$ cat config.mk
export PLATFORM = sky130hd
export DESIGN_NAME = ssc_top
export DESIGN_NICKNAME = d
export VERILOG_FILES = /design/src/logic/ssc_pkg.sv /design/src/logic/ssc_top.sv /design/src/logic/ssc_timeout_counter.sv
export VERILOG_INCLUDE_DIRS = /design/src /design/src/logic
export SDC_FILE = /design/constraint.sdc
export NUM_CORES = 1
export LEC_CHECK = 0
export BUFFER_PORTS_ARGS = -buffer_cell sky130_fd_sc_hd__buf_2
export CAP_MARGIN = 20
export CORE_AREA = 3 3 118 120
export CTS_BUF_LIST = sky130_fd_sc_hd__clkbuf_8 sky130_fd_sc_hd__clkbuf_16
export CTS_CLUSTER_SIZE = 14
export DETAILED_ROUTE_END_ITERATION = 12
export DIE_AREA = 0 0 121 123
export SYNTH_ARGS = -nofsm -noshare
export SYNTH_HDL_FRONTEND = slang
export SYNTH_SLANG_ARGS = --single-unit
$ cat constraint.sdc
create_clock -name clk -period 2.8 [get_ports clk]
set_clock_uncertainty 0.1 [all_clocks]
set_input_delay 0.56 -clock clk [delete_from_list [all_inputs] [get_ports clk]]
set_output_delay 0.56 -clock clk [all_outputs]
set_load 0.01 [all_outputs]
$ cat src/logic/ssc_defines.svh
`ifndef SSC_DEFINES_SVH
`define SSC_DEFINES_SVH

// register indexes on the local configuration port
`define SSC_IDX_SMBUS_TIMEOUT_CONTROL 2'h0
`define SSC_IDX_GLOBAL 2'h1
`define SSC_IDX_STATUS 2'h2

// timeout control field layout
`define SSC_CTL_DTO_EN_BIT 6
`define SSC_CTL_RSV_BIT 5
`define SSC_CTL_LEN_MSB 4
`define SSC_CTL_LEN_LSB 0
`define SSC_CTL_RESET 8'h79
`define SSC_LEN_RESET 5'h19

// global configuration field layout
`define SSC_GLB_DRV_MSB 4
`define SSC_GLB_DRV_LSB 3
`define SSC_GLB_ASIZE_BIT 2
`define SSC_GLB_MODE_MSB 1
`define SSC_GLB_MODE_LSB 0
`define SSC_GLB_RESET 8'h01

// status field layout
`define SSC_STS_DTO_BIT 1
`define SSC_STS_CTO_BIT 0
`define SSC_STS_RESET 2'h0

// timeout unit and clock period, both in ns
`define SSC_MS_NS 1000000
`define SSC_CLK_NS 40
`define SSC_CYC_PER_MS (`SSC_MS_NS / `SSC_CLK_NS)

`endif

$ cat src/logic/ssc_pkg.sv
package ssc_pkg;

  // port mode field encoding
  typedef enum logic [1:0] {
    SSC_MODE_OFF = 2'h0,
    SSC_MODE_I2C = 2'h1,
    SSC_MODE_SPI = 2'h2,
    SSC_MODE_SMB = 2'h3
  } ssc_mode_t;

  // pad drive field encoding; 2'h2 is reserved
  typedef enum logic [1:0] {
    SSC_DRV_STD = 2'h0,
    SSC_DRV_FAST = 2'h1,
    SSC_DRV_RSV = 2'h2,
    SSC_DRV_FASTPLUS = 2'h3
  } ssc_drive_t;

  // configuration handed to the protocol engines
  typedef struct packed {
    ssc_drive_t drive;
    logic addr_two_bytes;
    ssc_mode_t mode;
  } ssc_cfg_t;

  // sticky timeout flags
  typedef struct packed {
    logic data_timeout_flag;
    logic clock_timeout_flag;
  } ssc_status_t;

endpackage

$ cat src/logic/ssc_top.sv
`timescale 1ns/1ps
`include "ssc_defines.svh"

module ssc_top #(
  parameter int CYC_PER_MS = `SSC_CYC_PER_MS
) (
  input wire logic clk, // 25 MHz system clock
  input wire logic rst, // synchronous, active high
  input wire logic scl_pin, // raw serial clock pin level
  input wire logic data_or_chip_select_pad, // raw serial data pin level
  input wire logic [1:0] reg_addr, // register index
  input wire logic reg_wr, // write strobe
  input wire logic [7:0] reg_wdata, // write data
  output logic [7:0] reg_rdata, // registered read data
  input wire logic addr_load, // address bytes complete
  input wire logic [15:0] addr_bytes, // received bytes, low byte last
  input wire logic [31:0] page_reg, // page register contents
  output logic [31:0] csr_addr, // assembled register address
  output logic csr_addr_valid, // pulse with csr_addr
  output ssc_pkg::ssc_cfg_t cfg, // mode, address size, drive
  output ssc_pkg::ssc_drive_t pad_drive, // drive seen by the pads
  output ssc_pkg::ssc_status_t status_flags // sticky timeout flags
);
  logic [7:0] smbus_timeout_control;
  logic scl_meta, scl_sync, sda_meta, sda_sync;
  logic clk_exp, dat_exp;

  // pins pass two flops; only the second is read, the first may be metastable
  always_ff @(posedge clk) begin
    if (rst) begin
      scl_meta <= 1'b1;
      scl_sync <= 1'b1;
    end else begin
      scl_meta <= scl_pin;
      scl_sync <= scl_meta;
    end
  end

  always_ff @(posedge clk) begin
    if (rst) begin
      sda_meta <= 1'b1;
      sda_sync <= 1'b1;
    end else begin
      sda_meta <= data_or_chip_select_pad;
      sda_sync <= sda_meta;
    end
  end

  // field decode
  wire [4:0] timeout_length_ms = smbus_timeout_control[`SSC_CTL_LEN_MSB:`SSC_CTL_LEN_LSB];
  wire data_timeout_enable = smbus_timeout_control[`SSC_CTL_DTO_EN_BIT];
  wire clock_timeout_reserved_bit = smbus_timeout_control[`SSC_CTL_RSV_BIT];
  wire in_smbus = (cfg.mode == ssc_pkg::SSC_MODE_SMB);
  wire len_nonzero = (timeout_length_ms != 5'h0);
  wire scl_low = !scl_sync;
  wire sda_low = !sda_sync;
  wire clk_run = in_smbus && len_nonzero;
  wire dat_run = in_smbus && len_nonzero && data_timeout_enable;
  wire sel_ctl = (reg_addr == `SSC_IDX_SMBUS_TIMEOUT_CONTROL);
  wire sel_glb = (reg_addr == `SSC_IDX_GLOBAL);
  wire sel_sts = (reg_addr == `SSC_IDX_STATUS);
  wire i2c_like = (cfg.mode == ssc_pkg::SSC_MODE_I2C) || in_smbus;

  // both timeouts share the one length field
  ssc_timeout_counter #(.CYC_PER_MS(CYC_PER_MS), .LEN_W(5)) u_clk_to (
    .clk(clk),
    .rst(rst),
    .run(clk_run),
    .line_low(scl_low),
    .length_ms(timeout_length_ms),
    .expired(clk_exp)
  );

  ssc_timeout_counter #(.CYC_PER_MS(CYC_PER_MS), .LEN_W(5)) u_dat_to (
    .clk(clk),
    .rst(rst),
    .run(dat_run),
    .line_low(sda_low),
    .length_ms(timeout_length_ms),
    .expired(dat_exp)
  );

  // control and configuration registers; control bit 7 and global bits 7:5 store nothing, reserved control bit 5 is kept
  always_ff @(posedge clk) begin
    if (rst) begin
      smbus_timeout_control <= `SSC_CTL_RESET;
      cfg <= ssc_pkg::ssc_cfg_t'(5'(`SSC_GLB_RESET));
    end else if (reg_wr && sel_ctl) begin
      smbus_timeout_control <= {1'b0, reg_wdata[6:0]};
    end else if (reg_wr && sel_glb) begin
      cfg <= ssc_pkg::ssc_cfg_t'(reg_wdata[4:0]);
    end
  end

  // a timeout in the same cycle as its clear wins, so no event is lost
  always_ff @(posedge clk) begin
    if (rst) begin
      status_flags <= ssc_pkg::ssc_status_t'(`SSC_STS_RESET);
    end else begin
      status_flags.clock_timeout_flag <= clk_exp || (status_flags.clock_timeout_flag &&
        !(reg_wr && sel_sts && reg_wdata[`SSC_STS_CTO_BIT]));
      status_flags.data_timeout_flag <= dat_exp || (status_flags.data_timeout_flag &&
        !(reg_wr && sel_sts && reg_wdata[`SSC_STS_DTO_BIT]));
    end
  end

  // drive setting only reaches the pads in open-drain modes; timing unaffected
  always_ff @(posedge clk) begin
    if (rst) begin
      pad_drive <= ssc_pkg::SSC_DRV_STD;
    end else begin
      pad_drive <= i2c_like ? cfg.drive : ssc_pkg::SSC_DRV_STD;
    end
  end

  // address assembly: page bits fill whatever the host did not send
  wire [31:0] next_csr_addr = cfg.addr_two_bytes ? {page_reg[31:16], addr_bytes} :
                                                   {page_reg[31:8], addr_bytes[7:0]};
  always_ff @(posedge clk) begin
    if (rst) begin
      csr_addr <= 32'h0;
      csr_addr_valid <= 1'b0;
    end else begin
      csr_addr_valid <= addr_load;
      if (addr_load) begin
        csr_addr <= next_csr_addr;
      end
    end
  end

  // read mux; unmapped index reads zero
  wire [7:0] next_rdata = sel_ctl ? {1'b0, data_timeout_enable, clock_timeout_reserved_bit, timeout_length_ms} :
                          sel_glb ? {3'h0, cfg} :
                          sel_sts ? {6'h0, status_flags} : 8'h0;
  always_ff @(posedge clk) begin
    if (rst) begin
      reg_rdata <= 8'h0;
    end else begin
      reg_rdata <= next_rdata;
    end
  end

  // checks
  property p_len_reset;
    @(posedge clk) rst |=> (timeout_length_ms == `SSC_LEN_RESET) && data_timeout_enable;
  endproperty
  a_len_reset: assert property (p_len_reset) else $error("timeout control reset value wrong");

  property p_no_clk_to_zero;
    @(posedge clk) disable iff (rst) (!len_nonzero && !$past(len_nonzero)) |-> !clk_exp;
  endproperty
  a_no_clk_to_zero: assert property (p_no_clk_to_zero) else $error("clock timeout with zero length");

  property p_dat_gate;
    @(posedge clk) disable iff (rst) !$past(dat_run) |-> !dat_exp;
  endproperty
  a_dat_gate: assert property (p_dat_gate) else $error("data timeout while disabled");

  property p_dat_flag;
    @(posedge clk) disable iff (rst) dat_exp |=> status_flags.data_timeout_flag;
  endproperty
  a_dat_flag: assert property (p_dat_flag) else $error("data timeout flag not set");

  property p_clk_flag;
    @(posedge clk) disable iff (rst) clk_exp |=> status_flags.clock_timeout_flag;
  endproperty
  a_clk_flag: assert property (p_clk_flag) else $error("clock timeout flag not set");

  property p_w1c;
    @(posedge clk) disable iff (rst)
      (reg_wr && sel_sts && reg_wdata[0] && !clk_exp) |=> !status_flags.clock_timeout_flag;
  endproperty
  a_w1c: assert property (p_w1c) else $error("write one did not clear flag");

  property p_w0_keeps;
    @(posedge clk) disable iff (rst)
      (status_flags.data_timeout_flag && !(reg_wr && sel_sts && reg_wdata[1])) |=> status_flags.data_timeout_flag;
  endproperty
  a_w0_keeps: assert property (p_w0_keeps) else $error("flag dropped without write one");

  property p_drive;
    @(posedge clk) disable iff (rst) !i2c_like |=> (pad_drive == ssc_pkg::SSC_DRV_STD);
  endproperty
  a_drive: assert property (p_drive) else $error("pad drive active outside i2c or smbus");

  // plain nets so that $past sees whole signals
  wire [23:0] page_upper = page_reg[31:8];
  wire [7:0] addr_low_byte = addr_bytes[7:0];
  property p_addr;
    @(posedge clk) disable iff (rst) (addr_load && !cfg.addr_two_bytes) |=>
      csr_addr_valid && (csr_addr == {$past(page_upper), $past(addr_low_byte)});
  endproperty
  a_addr: assert property (p_addr) else $error("one-byte address assembled wrong");

  property p_mode_reset;
    @(posedge clk) rst |=> (cfg.mode == ssc_pkg::SSC_MODE_I2C);
  endproperty
  a_mode_reset: assert property (p_mode_reset) else $error("mode did not reset to i2c");

  property p_smbus_only;
    @(posedge clk) disable iff (rst) !$past(in_smbus) |-> !clk_exp && !dat_exp;
  endproperty
  a_smbus_only: assert property (p_smbus_only) else $error("timeout outside smbus mode");

  c_clk_to: cover property (@(posedge clk) disable iff (rst) clk_exp);
  c_dat_to: cover property (@(posedge clk) disable iff (rst) dat_exp);
  c_clear: cover property (@(posedge clk) disable iff (rst)
    status_flags.clock_timeout_flag ##1 !status_flags.clock_timeout_flag);
  c_two_byte: cover property (@(posedge clk) disable iff (rst) addr_load && cfg.addr_two_bytes);
endmodule

$ cat src/logic/ssc_timeout_counter.sv
`timescale 1ns/1ps
// counts how long a line has stayed low, in milliseconds
module ssc_timeout_counter #(
  parameter int CYC_PER_MS = 25000,
  parameter int LEN_W = 5
) (
  input wire logic clk, // system clock
  input wire logic rst, // synchronous reset
  input wire logic run, // checking allowed
  input wire logic line_low, // synchronised line is low
  input wire logic [LEN_W-1:0] length_ms, // timeout length
  output logic expired // one-cycle pulse at timeout
);
  localparam int PW = $clog2(CYC_PER_MS);

  logic [PW-1:0] pre;
  logic [LEN_W-1:0] ms;
  logic done;

  // any gap in the condition restarts the whole count
  wire active = run && line_low && (length_ms != '0);
  wire tick = (pre == PW'(CYC_PER_MS - 1));
  wire hit = tick && (ms == length_ms - 1'b1) && !done;

  // done holds off repeat pulses until the line is released
  always_ff @(posedge clk) begin
    if (rst || !active) begin
      pre <= '0;
      ms <= '0;
      done <= 1'b0;
      expired <= 1'b0;
    end else begin
      pre <= tick ? '0 : pre + 1'b1;
      if (tick && !done) begin
        ms <= ms + 1'b1;
      end
      if (hit) begin
        done <= 1'b1;
      end
      expired <= hit;
    end
  end
endmodule

==> summary.txt <==
status: finished, final reports clean
Syn Nets: 545
headroom to the max-slew limit: 0.5823
total number of vias: 3625
DPL Wire Length: 7332 µm
post-synthesis register bit count: 104
drt total wl: 9732 µm
layout net count: 637
vias per inst: 4.840
Finish-stage setup viols: 0
clock insertion delay at the later pin of the skew report: 0.35 ns
CP Launch Point: smbus_timeout_control[0]
switching power total: 715.6 µW
Setup TNS Final: 0 ns
pwr dens: 570.3 nW/µm²
post-CTS setup buffers: 0
worst-path maximum fanout: 9
die height: 123 µm
Combinational Power Share: 0.075
largest net degree at the start of global routing: 34
distinct cell type count after synthesis: 53
CP arrival: 2.56 ns
Finished Cell Area: 5518 µm²
I/O pins: 114
switching share of power: 0.2274
YS warnings: 0
Int Pwr: 2.431 mW
hold_ws: 0.3038 ns
dpl cell area: 5191 µm²
area leader, netlist: dfxtp_1
# DRC: 0
Synth area leaders: dfxtp_1, mux2i_1, nor2_1
htree depth: 3
row cnt: 42
initial core utilization: 0.3448
Worst EP required: 2.98 ns
fraction of layout cells with a size suffix above 1: 0.2635
CTS Buf Count: 9
Max VDD drop: 0.3615 mV
CP max-delay cell: nor4b_2
CTS tree: done
crit path kind: register to register
CTS max path bufs: 2
CTS resizes: 0
Period minus WS final: 2.388 ns
Area growth, synth to finish: 22.30%
# fillers: 1254
dpl ws: 0.4056 ns
number of DRC markers in iteration 0: 148
Synth Flop Type: dfxtp_1
Post-Syn Area: 4512 µm²
total track usage: 0.1297
Clock Power Share: 0.433
Post-Syn Instances: 476
Period Utilization, post-route: 0.8528
initial antenna violation count: 0
register area: 2082 µm²
reg2reg start: smbus_timeout_control[0]
core area: 13090 µm²
Routed WL per cell: 12.99 µm
final slew viol count: 0
antenna-violating nets left: 0
Max-Cap Viols: 0
# hold bufs at CTS: 0
TritonCTS Sinks: 104
CP Launch Type: register
first-pass iteration count of the detailed router: 4
Buffers on Ports: 103
Seq/Total Area, Yosys: 0.4615
FMAX: 0.4188 GHz
CTS root buf: clkbuf_16
first-pass GRT wire length: 15750 µm
slowest cell delay on critical path: 0.60 ns
RSZ-0062 raised after global routing: no
syn_area_per_cell: 9.479 µm²
die area: 14880 µm²
GPL Wtd Cong: 0.7521
multi-input logic area: 2275 µm²
EDFF count, synth: 0
Overflow after GRT: 0
min-delay src: data_or_chip_select_pad
Chip Width: 121 µm
placed insts: 733
Critical Path, Cell by Cell: inv_1 -> ha_1 -> nor4b_2 -> nor4b_2 -> o41ai_4 -> buf_4 -> a21oi_1
Final Non-Filler Cells: 749
Clk pin slew, worst setup/hold paths: 0.07 ns
final worst setup slack: 0.4122 ns
Worst Tran Pin Value: 0.6248 ns
HP Class: input port to register
Flop pwr share: 0.493
Ant. Diodes: 0
Setup crit end kind: register
Leakage Power: 2.183 nW
ys async rst share: 0
Crit path top cell by count: nor4b_2
vias in the first global route: 3408
top-area cell type share of the netlist area: 0.4615
final hold viol count: 0
-- cells in the mapped netlist, types with 4 or more instances --
cell,number
or2_2,5
xnor2_1,25
dfxtp_1,104
nor3_1,16
inv_1,9
nor2b_1,6
xor2_1,12
a21oi_1,15
nor2_1,74
nand2_1,14
nor4_1,6
buf_1,4
mux2i_1,46
and2_1,4
or3_1,6
ha_1,5
a211oi_1,8
nor2_2,10
nand3_1,14
nand4_1,13
a211o_1,6
clkbuf_1,22
nand3b_1,6
-- worst paths after layout --
kind	slack (ns)	end	cells after the start
max reg2reg	0.41	u_dat_to.pre[13]	7
max	0.41	u_dat_to.pre[13]	7
min reg2reg	0.31	scl_sync	1
min	0.30	sda_meta	2
-- placed cells by master, fill, tap and decap left out, drive strengths merged, types with 4 or more instances in the layout --
cell type and count:
a211o 6, a211oi 8, a21oi 15, and2 4, buf 110, clkbuf 9, dfxtp 104, ha 5
inv 12, mux2i 46, nand2 14, nand3 14, nand3b 6, nand4 13, nor2 84, nor2b 6
nor3 17, nor4 7, or2 6, or3 6, xnor2 25, xor2 12
-- state kept, by name, summed over array words and instances, names as in the netlist --
| name | cells |
|---|---|
| csr_addr_valid | 1 |
| cfg | 5 |
| status_flags | 2 |
| u_dat_to.ms | 5 |
| pad_drive | 2 |
| u_dat_to.pre | 15 |
| u_dat_to.done | 1 |
| u_clk_to.ms | 5 |
| u_dat_to.expired | 1 |
| smbus_timeout_control | 7 |
| csr_addr | 32 |
| sda_sync | 1 |
| scl_sync | 1 |
| reg_rdata | 7 |
| u_clk_to.done | 1 |
| sda_meta | 1 |
| u_clk_to.expired | 1 |
| u_clk_to.pre | 15 |
| scl_meta | 1 |
-- power by group through the flow --
stage | Sequential, mW | Combinational (mW) | Clock, mW
after floorplan | 1.59 | 0.125 | 0
after global placement | 1.58 | 0.233 | 0
after detailed placement | 1.58 | 0.237 | 0
after CTS | 1.55 | 0.238 | 1.40
after global routing | 1.56 | 0.261 | 1.45
final | 1.55 | 0.235 | 1.36
-- final cells by class --
type	instances	area share
inverter	9	0.006122
clock buffer	9	0.04082
timing repair buffer	110	0.1052
sequential	104	0.3773
multi-input combinational	334	0.4122
tap	176	0.03991
clock inverter	7	0.01837
-- worst max-delay path: cells and delay by family, from the launching register on --
kind / cells / cell delay (ns)
AND/OR/NAND/NOR: 2 / 0.84
adder cells (fa/ha/maj): 1 / 0.31
flip-flops: 1 / 0.46
buffers and inverters: 2 / 0.31
AO/OA/AOI/OAI: 2 / 0.31
-- kinds of logic after synthesis --
| group | Yosys count | share of synthesized area |
|---|---|---|
| multiplexers | 46 | 0.1021 |
| XOR/XNOR | 37 | 0.07182 |
| buffers and inverters | 38 | 0.03439 |
| other | 1 | 0.0008311 |
| flip-flops | 104 | 0.4615 |
| AO/OA/AOI/OAI | 40 | 0.06378 |
| AND/OR/NAND/NOR | 205 | 0.2518 |
| adder cells (fa/ha/maj) | 5 | 0.01387 |
-- per-stage QoR --
stage                 util  total power [mW]
global placement    0.3967             1.817
floorplan                -             1.720
global route        0.4217             3.266
CTS                 0.4217             3.188
finish              0.4217             3.147
detailed placement  0.3967             1.822
-- layer usage --
metal  up-vias  wire length, µm  global-route usage
li1       1836                -                   -
met3        11              631             0.02653
met4         0              170             0.05524
met2       100             4594              0.2251
met1      1678             4335              0.1562
met5         -                0                   0
No activity file was read; power rests on OpenSTA's default activity.
